### config.mk
export PLATFORM = sky130hd
export DESIGN_NAME = twl_top
export DESIGN_NICKNAME = d
export VERILOG_FILES = /design/src/pkg/twl_pkg.sv /design/src/pkg/twl_load_if.sv /design/src/design/twl_serial_rx.sv /design/src/design/twl_lock_detect.sv /design/src/design/twl_top.sv
export SDC_FILE = /design/constraint.sdc
export NUM_CORES = 1
export LEC_CHECK = 0
export BUFFER_PORTS_ARGS = -buffer_cell sky130_fd_sc_hd__buf_2
export CELL_PAD_IN_SITES_DETAIL_PLACEMENT = 1
export CELL_PAD_IN_SITES_GLOBAL_PLACEMENT = 1
export CORE_UTILIZATION = 45
export CTS_CLUSTER_DIAMETER = 200
export CTS_CLUSTER_SIZE = 8
export DETAILED_ROUTE_END_ITERATION = 6
export GPL_TIMING_DRIVEN = 0
export HOLD_SLACK_MARGIN = 0.1
export PLACE_DENSITY = 0.86
export SLEW_MARGIN = 20
export SYNTH_ARGS = -nofsm -noshare
export SYNTH_HDL_FRONTEND = slang
export SYNTH_SLANG_ARGS = --single-unit
### constraint.sdc
create_clock -name i_mclk -period 3.3 [get_ports i_mclk]
set_input_delay 0.33 -clock i_mclk [delete_from_list [all_inputs] [get_ports i_mclk]]
set_output_delay 0.33 -clock i_mclk [all_outputs]
set_load 0.1 [all_outputs]
### src/pkg/twl_pkg.sv
// Function
// - Each serial clock rising edge shifts the data bit into a 24-bit register.
// - Load strobe rising copies the shift register into the selected latch.
// - Chip enable low powers down; high enables subject to latch power-down bit.
// - Each overflow rising edge lowers receive gain by 6 dB, or to code 0 if the gain is below 6 dB.
// - Status output shows lock, divided oscillator or divided reference.
// - Three select bits in the control latch choose the status source.
// - Lock rises after 3 or 5 good cycles below 15 ns; falls above 25 ns.
// - Oscillator latch update starts band selection lasting five detector cycles.
`default_nettype none
package twl_pkg;
  localparam int SR_W = 24;
  localparam int CTL_W = 2;
  localparam int NUM_LATCH = 4;
  localparam logic [1:0] LAT_CTRL = 2'h0;
  localparam logic [1:0] LAT_TX = 2'h1;
  localparam logic [1:0] LAT_RXCAL = 2'h2;
  localparam logic [1:0] LAT_LO = 2'h3;
  localparam int MUX_LSB = 2;
  localparam int PD_BIT = 5;
  localparam int GAIN_LSB = 2;
  localparam int LDP_BIT = 2;
  localparam int GAIN_W = 3;
  localparam int GAIN_STEP_DB = 3;
  localparam int OVF_DROP_DB = 6;
  localparam logic [GAIN_W-1:0] OVF_STEP = GAIN_W'(OVF_DROP_DB / GAIN_STEP_DB);
  localparam int ERR_W = 8;
  localparam logic [ERR_W-1:0] LOCK_ERR_NS = 8'h0F;
  localparam logic [ERR_W-1:0] UNLOCK_ERR_NS = 8'h19;
  localparam logic [2:0] LOCK_CNT_LO = 3'h3;
  localparam logic [2:0] LOCK_CNT_HI = 3'h5;
  localparam logic [2:0] BAND_SEL_PD = 3'h5;
  localparam int ADDR_W = 8;
  localparam logic [ADDR_W-1:0] OFF_LAT0 = 8'h00;
  localparam logic [ADDR_W-1:0] OFF_STAT = 8'h10;
  localparam logic [ADDR_W-1:0] OFF_CFG = 8'h14;
  localparam logic CFG_RST = 1'h1;
  localparam int ST_LOCK = 0;
  localparam int ST_BAND = 1;
  localparam int ST_PWR = 2;
  localparam int ST_GAIN_LSB = 4;
  typedef enum logic [2:0] {
    TWL_MUX_OFF = 3'b000,
    TWL_MUX_LOCK = 3'b001,
    TWL_MUX_OSC = 3'b010,
    TWL_MUX_REF = 3'b011
  } twl_mux_type;
  typedef enum logic [0:0] {
    TWL_UNLOCKED = 1'b0,
    TWL_LOCKED = 1'b1
  } twl_lock_type;
endpackage
`default_nettype wire

### src/pkg/twl_load_if.sv
`timescale 1ns/10ps
`default_nettype none
interface twl_load_if;
  logic load;
  logic [twl_pkg::SR_W-1:0] word;
  modport src(output load, output word);
  modport dst(input load, input word);
endinterface
`default_nettype wire

### src/design/twl_serial_rx.sv
`timescale 1ns/10ps
`default_nettype none
module twl_serial_rx (
  input wire logic i_mclk, // System clock.
  input wire logic i_rst, // Synchronous reset.
  input wire logic i_clk_en, // Freezes state when low.
  input wire logic i_port_en, // Loads ignored when low.
  input wire logic i_sclk, // Serial clock pin.
  input wire logic i_prog_serial_in, // Serial data pin.
  input wire logic i_load_strobe, // Load strobe pin.
  twl_load_if.src ld // Load event towards latches.
);
  logic [2:0] s1;
  logic [2:0] s2;
  logic [1:0] s3;
  logic [twl_pkg::SR_W-1:0] sr;
  logic sclk_rise;
  logic le_rise;

  // -----------------------------------------------
  // Pin synchronisers and edge detection.
  // -----------------------------------------------
  always_ff @(posedge i_mclk) begin
    if (i_rst) begin
      s1 <= 3'h0;
      s2 <= 3'h0;
      s3 <= 2'h0;
    end else if (i_clk_en) begin
      s1 <= {i_load_strobe, i_prog_serial_in, i_sclk};
      s2 <= s1;
      s3 <= {s2[2], s2[0]};
    end
  end
  assign sclk_rise = s2[0] & ~s3[0];
  assign le_rise = s2[2] & ~s3[1];

  always_ff @(posedge i_mclk) begin
    if (i_rst) begin
      sr <= '0;
    end else if (i_clk_en && sclk_rise) begin
      sr <= {sr[twl_pkg::SR_W-2:0], s2[1]};
    end
  end

  always_ff @(posedge i_mclk) begin
    if (i_rst) begin
      ld.load <= 1'b0;
      ld.word <= '0;
    end else if (i_clk_en) begin
      ld.load <= le_rise & i_port_en;
      if (le_rise) begin
        ld.word <= sr;
      end
    end
  end
endmodule
`default_nettype wire

### src/design/twl_lock_detect.sv
`timescale 1ns/10ps
`default_nettype none
module twl_lock_detect (
  input wire logic i_mclk, // System clock.
  input wire logic i_rst, // Synchronous reset.
  input wire logic i_clk_en, // Freezes state when low.
  input wire logic i_pd_tick, // One pulse per detector cycle.
  input wire logic [twl_pkg::ERR_W-1:0] i_phase_err_ns, // Phase error in ns.
  input wire logic i_precision, // Lock precision bit.
  output logic o_lock // Digital lock, from a flop.
);
  twl_pkg::twl_lock_type state;
  logic [2:0] cnt;
  logic [2:0] need;
  logic good;
  logic bad;

  assign need = i_precision ? twl_pkg::LOCK_CNT_HI : twl_pkg::LOCK_CNT_LO;
  assign good = i_phase_err_ns < twl_pkg::LOCK_ERR_NS;
  assign bad = i_phase_err_ns > twl_pkg::UNLOCK_ERR_NS;
  assign o_lock = (state == twl_pkg::TWL_LOCKED);

  always_ff @(posedge i_mclk) begin
    if (i_rst) begin
      state <= twl_pkg::TWL_UNLOCKED;
      cnt <= 3'h0;
    end else if (i_clk_en && i_pd_tick) begin
      unique case (state)
        twl_pkg::TWL_UNLOCKED: begin
          if (!good) begin
            cnt <= 3'h0;
          end else if (cnt + 3'h1 >= need) begin
            cnt <= 3'h0;
            state <= twl_pkg::TWL_LOCKED;
          end else begin
            cnt <= cnt + 3'h1;
          end
        end
        twl_pkg::TWL_LOCKED: begin
          if (bad) begin
            state <= twl_pkg::TWL_UNLOCKED;
          end
        end
      endcase
    end
  end
endmodule
`default_nettype wire

### src/design/twl_top.sv
// The APB register port and the address map were decided locally.
`timescale 1ns/10ps
`default_nettype none
module twl_top (
  input wire logic i_mclk, // System clock, 100 MHz.
  input wire logic i_rst, // Synchronous reset, high.
  input wire logic i_clk_en, // Freezes all state when low.
  input wire logic i_sclk, // Serial clock pin.
  input wire logic i_prog_serial_in, // Serial data pin.
  input wire logic i_load_strobe, // Load strobe pin.
  input wire logic i_chip_en, // Chip enable pin.
  input wire logic i_overflow_in, // Overflow pin.
  input wire logic i_osc_div, // Divided oscillator clock.
  input wire logic i_ref_div, // Divided reference clock.
  input wire logic i_pd_tick, // Detector cycle pulse.
  input wire logic [twl_pkg::ERR_W-1:0] i_phase_err_ns, // Phase error in ns.
  input wire logic i_psel, // APB select.
  input wire logic i_penable, // APB enable.
  input wire logic i_pwrite, // APB direction.
  input wire logic [twl_pkg::ADDR_W-1:0] i_paddr, // APB byte address.
  input wire logic [31:0] i_pwdata, // APB write data.
  output logic [31:0] o_prdata, // APB read data.
  output logic o_pready, // APB ready.
  output logic o_pslverr, // APB error.
  output logic o_status_mux_out, // Multiplexed status.
  output logic o_powered, // Device enabled.
  output logic [twl_pkg::GAIN_W-1:0] o_rx_gain, // Receive gain code.
  output logic o_band_sel // Band selection running.
);
  twl_load_if ld ();
  logic [twl_pkg::SR_W-1:0] lat [twl_pkg::NUM_LATCH];
  logic [3:0] a_s1;
  logic [3:0] a_s2;
  logic ovf_s3;
  logic pwr_q;
  logic port_en;
  logic lock;
  logic ovf_rise;
  logic [2:0] bs_cnt;
  logic [2:0] next_bs_cnt;
  logic bs_trig;
  logic next_mux;
  logic [twl_pkg::GAIN_W-1:0] next_gain;
  logic [twl_pkg::GAIN_W-1:0] gain_base;
  logic [31:0] rd_data;
  logic apb_setup;
  logic apb_done;
  twl_pkg::twl_mux_type mux_sel;

  // -----------------------------------------------
  // Field decoding.
  // -----------------------------------------------
  function automatic logic [2:0] fld3(input logic [twl_pkg::SR_W-1:0] w, input int lsb);
    fld3 = w[lsb +: 3];
  endfunction

  function automatic logic reg_known(input logic [twl_pkg::ADDR_W-1:0] a);
    reg_known = (a < twl_pkg::OFF_STAT && a[1:0] == 2'h0) || a == twl_pkg::OFF_STAT ||
      a == twl_pkg::OFF_CFG;
  endfunction

  // -----------------------------------------------
  // Serial front end and lock detection.
  // -----------------------------------------------
  twl_serial_rx u_rx (
    .i_mclk(i_mclk),
    .i_rst(i_rst),
    .i_clk_en(i_clk_en),
    .i_port_en(port_en),
    .i_sclk(i_sclk),
    .i_prog_serial_in(i_prog_serial_in),
    .i_load_strobe(i_load_strobe),
    .ld(ld.src)
  );

  twl_lock_detect u_lock (
    .i_mclk(i_mclk),
    .i_rst(i_rst),
    .i_clk_en(i_clk_en),
    .i_pd_tick(i_pd_tick),
    .i_phase_err_ns(i_phase_err_ns),
    .i_precision(lat[twl_pkg::LAT_LO][twl_pkg::LDP_BIT]),
    .o_lock(lock)
  );

  // -----------------------------------------------
  // Synchronisers for the other asynchronous pins.
  // -----------------------------------------------
  genvar gi;
  generate
    for (gi = 0; gi < 4; gi++) begin : g_sync
      always_ff @(posedge i_mclk) begin
        if (i_rst) begin
          a_s1[gi] <= 1'b0;
          a_s2[gi] <= 1'b0;
        end else if (i_clk_en) begin
          a_s1[gi] <= (gi == 0) ? i_chip_en : (gi == 1) ? i_overflow_in :
            (gi == 2) ? i_osc_div : i_ref_div;
          a_s2[gi] <= a_s1[gi];
        end
      end
    end
  endgenerate

  always_ff @(posedge i_mclk) begin
    if (i_rst) begin
      ovf_s3 <= 1'b0;
    end else if (i_clk_en) begin
      ovf_s3 <= a_s2[1];
    end
  end
  assign ovf_rise = a_s2[1] & ~ovf_s3;

  // -----------------------------------------------
  // Latches.
  // -----------------------------------------------
  always_ff @(posedge i_mclk) begin
    if (i_rst) begin
      for (int i = 0; i < twl_pkg::NUM_LATCH; i++) begin
        lat[i] <= '0;
      end
    end else if (i_clk_en && ld.load) begin
      lat[ld.word[twl_pkg::CTL_W-1:0]] <= ld.word;
    end
  end

  // -----------------------------------------------
  // Power control.
  // -----------------------------------------------
  always_ff @(posedge i_mclk) begin
    if (i_rst) begin
      o_powered <= 1'b0;
      pwr_q <= 1'b0;
    end else if (i_clk_en) begin
      o_powered <= a_s2[0] & ~lat[twl_pkg::LAT_CTRL][twl_pkg::PD_BIT];
      pwr_q <= o_powered;
    end
  end

  // -----------------------------------------------
  // Receive gain with overflow step-down.
  // -----------------------------------------------
  always_comb begin
    gain_base = o_rx_gain;
    if (ld.load && ld.word[twl_pkg::CTL_W-1:0] == twl_pkg::LAT_RXCAL) begin
      gain_base = fld3(ld.word, twl_pkg::GAIN_LSB);
    end
    next_gain = gain_base;
    if (ovf_rise) begin
      next_gain = (gain_base > twl_pkg::OVF_STEP) ? gain_base - twl_pkg::OVF_STEP : '0;
    end
  end

  always_ff @(posedge i_mclk) begin
    if (i_rst) begin
      o_rx_gain <= '0;
    end else if (i_clk_en) begin
      o_rx_gain <= next_gain;
    end
  end

  // -----------------------------------------------
  // Band selection after an oscillator latch update.
  // -----------------------------------------------
  assign bs_trig = (ld.load && ld.word[twl_pkg::CTL_W-1:0] == twl_pkg::LAT_LO) ||
    (o_powered && !pwr_q);

  always_comb begin
    next_bs_cnt = bs_cnt;
    if (bs_trig) begin
      next_bs_cnt = twl_pkg::BAND_SEL_PD;
    end else if (i_pd_tick && bs_cnt != 3'h0) begin
      next_bs_cnt = bs_cnt - 3'h1;
    end
  end

  always_ff @(posedge i_mclk) begin
    if (i_rst) begin
      bs_cnt <= 3'h0;
      o_band_sel <= 1'b0;
    end else if (i_clk_en) begin
      bs_cnt <= next_bs_cnt;
      o_band_sel <= (next_bs_cnt != 3'h0);
    end
  end

  // -----------------------------------------------
  // Status multiplexer.
  // -----------------------------------------------
  assign mux_sel = twl_pkg::twl_mux_type'(fld3(lat[twl_pkg::LAT_CTRL], twl_pkg::MUX_LSB));

  always_comb begin
    unique case (mux_sel)
      twl_pkg::TWL_MUX_OFF: next_mux = 1'b0;
      twl_pkg::TWL_MUX_LOCK: next_mux = lock;
      twl_pkg::TWL_MUX_OSC: next_mux = a_s2[2];
      twl_pkg::TWL_MUX_REF: next_mux = a_s2[3];
      default: next_mux = 1'b0;
    endcase
  end

  always_ff @(posedge i_mclk) begin
    if (i_rst) begin
      o_status_mux_out <= 1'b0;
    end else if (i_clk_en) begin
      o_status_mux_out <= next_mux;
    end
  end

  // -----------------------------------------------
  // APB slave.
  // -----------------------------------------------
  assign apb_setup = i_psel && i_penable && !o_pready;
  assign apb_done = i_psel && i_penable && o_pready;

  always_comb begin
    rd_data = 32'h0;
    if (i_paddr < twl_pkg::OFF_STAT) begin
      rd_data[twl_pkg::SR_W-1:0] = lat[i_paddr[3:2]];
    end else if (i_paddr == twl_pkg::OFF_STAT) begin
      rd_data[twl_pkg::ST_LOCK] = lock;
      rd_data[twl_pkg::ST_BAND] = o_band_sel;
      rd_data[twl_pkg::ST_PWR] = o_powered;
      rd_data[twl_pkg::ST_GAIN_LSB +: twl_pkg::GAIN_W] = o_rx_gain;
    end else if (i_paddr == twl_pkg::OFF_CFG) begin
      rd_data[0] = port_en;
    end
  end

  always_ff @(posedge i_mclk) begin
    if (i_rst) begin
      o_pready <= 1'b0;
      o_prdata <= 32'h0;
      o_pslverr <= 1'b0;
    end else if (i_clk_en) begin
      o_pready <= apb_setup;
      o_pslverr <= apb_setup && (!reg_known(i_paddr) ||
        (i_pwrite && i_paddr != twl_pkg::OFF_CFG));
      o_prdata <= (apb_setup && !i_pwrite && reg_known(i_paddr)) ? rd_data : 32'h0;
    end
  end

  always_ff @(posedge i_mclk) begin
    if (i_rst) begin
      port_en <= twl_pkg::CFG_RST;
    end else if (i_clk_en && apb_done && i_pwrite && i_paddr == twl_pkg::OFF_CFG) begin
      port_en <= i_pwdata[0];
    end
  end
endmodule
`default_nettype wire

==> results of run 1 <==
-- logic make-up after synthesis --
| kind of cell | after synthesis | share of synthesized area (%) |
|---|---|---|
| buffers and inverters | 60 | 3.431 |
| DFF | 203 | 60.16 |
| muxes | 48 | 9.348 |
| adders and majority gates | 5 | 0.7491 |
| other | 1 | 0.04490 |
| and+or+nand+nor | 284 | 18.37 |
| AOI/OAI and AO/OA | 102 | 7.895 |
-- power breakdown --
| part | internal, mW | switching, mW |
|---|---|---|
| Combinational | 0.113 | 0.212 |
| Sequential | 2.70 | 0.0329 |
| Clock | 1.61 | 1.04 |
| Total | 4.43 | 1.28 |
-- per-stage QoR --
step / hold slack, ns / power, mW / instance area, µm² / worst slack [ns]
2_1_floorplan: 0.4312 / 2.995 / 8393 / 0.3018
3_3_place_gp: 0.4482 / 3.075 / 8970 / -0.9944
3_5_place_dp: 0.4540 / 3.097 / 9010 / 0.6201
4_1_cts: 0.1495 / 5.744 / 9891 / 1.092
5_1_grt: 0.1838 / 5.875 / 9893 / 0.9956
6_report: 0.1658 / 5.710 / 9893 / 1.118
-- area by class of cell --
class	count	area, µm²
Buffer	53	260.3
Inverter	7	26.28
Clock inverter	1	7.507
Timing Repair Buffer	67	397.9
Tap cell	229	286.5
Sequential cell	203	5025
Fill cell	1899	8193
Clock buffer	47	793.3
Multi-Input combinational cell	451	3097
-- worst register-to-register path, stage by stage (launching register included) --
cell     delay, ns
dfxtp_1       0.42
and3b_1       0.18
buf_2         0.17
nor3b_2       0.38
or2_2         0.65
-- state kept, by name, summed over array words and instances (netlist names), 4 cells and up --
register      flops
u_rx.ld.word     24
o_prdata         24
a_s2              4
a_s1              4
lat              96
u_rx.sr          24
-- Yosys cell counts (all sizes together) --
master | count | area [µm²]
a22o | 19 | 166.4
nand2 | 113 | 424.2
o31ai | 1 | 7.510
and3b | 4 | 35.03
a221oi | 1 | 8.760
o211ai | 3 | 22.52
a41o | 2 | 20.02
or2 | 4 | 25.02
nor4 | 3 | 31.28
nand4b | 1 | 8.760
nor4b | 1 | 23.77
buf | 21 | 140.1
nand3b | 4 | 30.03
a221o | 6 | 60.06
o211a | 1 | 10.01
o21ai | 4 | 20.02
or4b | 1 | 13.76
or3 | 2 | 12.51
mux2i | 24 | 240.2
nand4 | 4 | 40.04
inv | 7 | 26.28
o22ai | 1 | 6.260
nand2b | 7 | 43.79
edfxtp | 96 | 2883
and2 | 91 | 569.3
and4 | 2 | 17.52
mux4 | 24 | 540.5
a211oi | 1 | 7.510
ha | 5 | 62.56
dfxtp | 107 | 2142
a22oi | 1 | 7.510
clkbuf | 32 | 120.1
nor3b | 9 | 83.83
nand3 | 1 | 5.000
conb | 1 | 3.750
a21oi | 59 | 295.3
a32o | 1 | 10.01
o221ai | 1 | 8.760
nor3 | 2 | 15.01
a32oi | 1 | 8.760
or4 | 1 | 7.510
nor2b | 5 | 31.28
nor2 | 29 | 116.4
-- final timing paths --
check / from / to / slack [ns] / depth (start not counted)
worst max-delay path: u_rx.ld.load$_SDFFE_PP0P_ / lat[0][20]$_SDFFCE_PN0P_ / 1.12 / 4
worst min-delay path: i_phase_err_ns[4] / u_lock.cnt[0]$_SDFFE_PP0P_ / 0.17 / 4
worst max register to register: u_rx.ld.load$_SDFFE_PP0P_ / lat[0][20]$_SDFFCE_PN0P_ / 1.12 / 4
worst min register to register: u_rx.s2[1]$_SDFFE_PP0P_ / u_rx.sr[0]$_SDFFE_PP0P_ / 0.45 / 2
-- per-layer routing --
metal  vias up  routed length, µm  share of wire (%)  track usage [%]
met5         -                  0                  0                0
met2       184              11320                 51            43.18
li1       2698                  -                  -                -
met3        47               1199                5.4            4.018
met1      2985               9096                 41            29.65
met4         0                610                2.7            8.102
==> out/metrics.cfg, run 1 <==
[clocking]
cts_sinks=203
htreeDepth=1
cts.repair.resized=0
cts_setup_buffers=0
clk_pin_slew_ns=0.05
clockRootBuffer=clkbuf_16
cts_tree=done
cts_buffers=29
cts.path.max_buffers=3
clock_latency_ns=0.53
ctsHoldBuffers=8

[timing]
post-route-min-period_ns=2.182
finalMaxSlewViolations=0
final.setup.tns_ns=0
fin_skew_ns=0.01763
setup_violations=0
fmax_mhz=458.2
rsz0062_at_grt=false
slew_headroom_pct=46.01
fin_crit_sh_pct=66.13
worst_pin_slew_ns=0.8099
hold_viol=0

[global_routing]
antenna_found_initial=0
grt_pass1_wl_um=35760
overflow=0
grt_max_degree=25
grt_pass1_vias=6397
grtUsageTotal_pct=24.14

[floorplan]
die-area_um2=19110
rows=49
fp.dieW_um=138.2
coreArea_um2=18090
start_util_pct=46.18
io_pins=102
die_h_um=138.2

[cells_and_area]
syn_to_final_growth_pct=18.46
stdcell_count=1058
nNetsFinal=879
antenna_cells=0
drive_gt1_share_pct=17.97
final_util_pct=54.70
final_cell_mix=nand2_1 (112), dfxtp_1 (107), edfxtp_1 (96)
layout_commonest_cell=nand2_1

[power_and_ir_drop]
p_per_area_nw_per_um2=577.1
ir_drop_mv=0.4141
p_leak_nw=3.732

[critical_path]
worstSetupPathType=reg2reg
path_cells=and3b_1, buf_2, nor3b_2, or2_2
endpoint_kind=flop
slowest_delay_ns=0.65
crit_buf_inv=1
required_ns=3.45
arrival_ns=2.33
crit_family=simple AND/OR/NAND/NOR gates
cp_max_fo=24
start_kind=flop
worst_path_max_delay_cell=or2_2

[logic_synthesis]
avgSynthCellArea_um2=11.88
ys_types=52
ys_seq_area_share_pct=60.16
ys_warn_count=0
ys_ff_latch=203
postSynthCellCount=703
synth_area_um2=8352

[place]
placed_cells=1002
place.port_buffers=58
place_congestion=0.8202
dp_hpwl_um=14310

[worst_hold_path]
hold_path.class=in2reg

[drt]
drt-total-wl_um=22230
vias=5914
first_pass_iters=7
dr.first_iter.drc_count=513
routedWlPerCell_um=21.01
remaining_drc_errors=10
final_antenna_net_count=0
vias_per_cell=5.590

[run_status]
status=finished with violations
violations=DRC

[job]
drv_cap=0

No activity file was read; power rests on OpenSTA's default activity.
==> inputs of run 2 (changes only) <==
Clock period 3.3 ns to 2.2 ns, I/O delays scaled along.
==> out/metrics.cfg, run 2 (synthesis results as in run 1) <==
[place]
place_congestion=0.7963  ; -2.9%
dp_hpwl_um=14940  ; +4.4%
place.port_buffers=58  ; unchanged
dpl_worst_slack_ns=-0.3367  ; -0.9568 ns

[timing]
setup_violations=0  ; unchanged
finalMaxSlewViolations=0  ; unchanged
fin_skew_ns=0.01472  ; -0.002912 ns
slew_headroom_pct=44.26  ; -1.7 points
rsz0062_at_grt=false
fmax_mhz=488.0  ; +6.5%
fin_ws_ns=0.1507  ; -0.9669 ns
worst_pin_slew_ns=0.8361  ; +0.02621 ns
final.setup.tns_ns=0  ; unchanged
post-route-min-period_ns=2.049  ; -0.1331 ns
holdWs_ns=0.1343  ; -0.03147 ns
fin_crit_sh_pct=93.15  ; +27 points
hold_viol=0  ; unchanged

[critical_path]
arrival_ns=2.42  ; +0.09 ns
reg2reg_depth=5  ; +1
slowest_delay_ns=0.46  ; -0.19 ns
crit_family=simple AND/OR/NAND/NOR gates
r2r_end=lat[0][19]$_SDFFCE_PN0P_
r2r_slack_ns=0.15  ; -0.97 ns
path_cells=and3b_1, buf_2, nor3b_2, clkbuf_1, and2_1
required_ns=2.57  ; -0.88 ns
worstSetupPathType=reg2reg
endpoint_kind=flop
crit_buf_inv=2  ; +1
timing.rr.start=u_rx.ld.load$_SDFFE_PP0P_
worst_path_max_delay_cell=clkbuf_1
start_kind=flop
cp_max_fo=10  ; -58%

[drt]
routedWlPerCell_um=21.33  ; +1.5%
vias=5848  ; -1.1%
remaining_drc_errors=7  ; -3
dr.first_iter.drc_count=399  ; -22%
drt-total-wl_um=22630  ; +1.8%
first_pass_iters=6  ; -1
final_antenna_net_count=0  ; unchanged
vias_per_cell=5.512  ; -1.4%

[cells_and_area]
nFillCells=1890  ; -0.47%
final-seq-area_um2=5025  ; unchanged
nNetsFinal=882  ; +0.34%
drive_gt1_share_pct=18.03  ; +0.055 points
top_register=lat
syn_to_final_growth_pct=18.73
layout_commonest_cell=nand2_1
final_cell_mix=nand2_1 (112), dfxtp_1 (107), edfxtp_1 (96)
multi_input_area_um2=3115  ; +0.61%
antenna_cells=0  ; unchanged
largest_register_ffs=96  ; unchanged

[clocking]
cts.path.max_buffers=3  ; unchanged
clockRootBuffer=clkbuf_16
clock_latency_ns=0.52  ; about the same
clk_pin_slew_ns=0.06  ; about the same
cts_sinks=203  ; unchanged
cts_tree=done
htreeDepth=1  ; unchanged
cts_buffers=29  ; unchanged

[job]
drv_cap=0  ; unchanged

[power_and_ir_drop]
power.total_mw=8.576  ; +50%
p_per_area_nw_per_um2=864.8  ; +50%
ir_drop_mv=0.5684  ; +37%
p_leak_nw=3.740  ; +0.22%

[global_routing]
overflow=0  ; unchanged
grt_max_degree=25  ; unchanged
grt_pass1_wl_um=35320  ; -1.2%
antenna_found_initial=0  ; unchanged
grtUsageTotal_pct=24.01  ; -0.13 points
grt_pass1_vias=6326  ; -1.1%

[worst_hold_path]
whs_path_depth=5  ; +1
min_from=i_penable
hold_path.class=in2reg
whs_endpoint=port_en$_SDFFE_PP1P_

[run_status]
status=finished with violations
violations=DRC

[floorplan]
rows=49  ; unchanged
die_h_um=138.2  ; unchanged
die-area_um2=19110  ; unchanged
fp.dieW_um=138.2  ; unchanged
io_pins=102  ; unchanged
coreArea_um2=18090  ; unchanged
start_util_pct=46.18  ; unchanged

## run 2: per-layer routing
metal | vias up | global-route usage, % | part of all wire (%) | wire length, µm
met1 | 2947 | 28.86 | 41 | 9316
met3 | 45 | 3.429 | 4.4 | 993
met5 | - | 0 | 0 | 0
met4 | 0 | 7.569 | 2.3 | 518
met2 | 152 | 44.33 | 52 | 11800
li1 | 2704 | - | - | -
## run 2: cell type report
cell class,count,area share (%)
plain buffers,53,2.637
clock buffers,47,8.000
clock inverters,1,0.07571
inverters,7,0.2650
multi-input cells,452,31.42
flip-flops and latches,203,50.68
well taps,229,2.890
repair buffers,69,4.038
## run 2: what timing repair did
action / CTS / global route
hold endpoints to repair: 13 / 0
buffers inserted: 0 / 0
endpoints found under the setup margin: 24 / 24
resized for setup: 1 / 3
hold buffers: 11 / 0
cloned: 0 / 1
## run 2: metrics by stage
stage	cells	area (µm²)	util [%]
after floorplan	714	8397	-
final	1061	9916	54.83
after global routing	1061	9916	54.83
after detailed placement	1001	8982	49.66
after CTS	1060	9896	54.71
after global placement	1001	8974	49.62
## run 2: how the worst max path moves through the flow
stage,start,end,cells past startpoint
after global routing,u_rx.ld.load$_SDFFE_PP0P_,lat[0][3]$_SDFFCE_PN0P_,4
after floorplan,o_powered$_SDFFE_PP0P_,bs_cnt[1]$_SDFFE_PP0P_,4
after CTS,u_rx.ld.load$_SDFFE_PP0P_,lat[1][12]$_SDFFCE_PN0P_,4
after detailed placement,i_rst,lat[2][18]$_SDFFCE_PN0P_,4
final,u_rx.ld.load$_SDFFE_PP0P_,lat[0][19]$_SDFFCE_PN0P_,5
after global placement,i_clk_en,lat[3][18]$_DFFE_PP_,4
## run 2: tightest hold or removal path: stages
cell     delay [ns]
buf_2          0.11
nand2_1        0.07
nor4_2         0.05
mux2i_1        0.11
nand2_1        0.07
## run 2: where the power goes
group | total [mW] | switching [mW] | internal (mW)
sequential | 4.10 | 0.0468 | 4.05
combinational | 0.486 | 0.316 | 0.170
clock | 3.99 | 1.57 | 2.42
total | 8.58 | 1.93 | 6.64
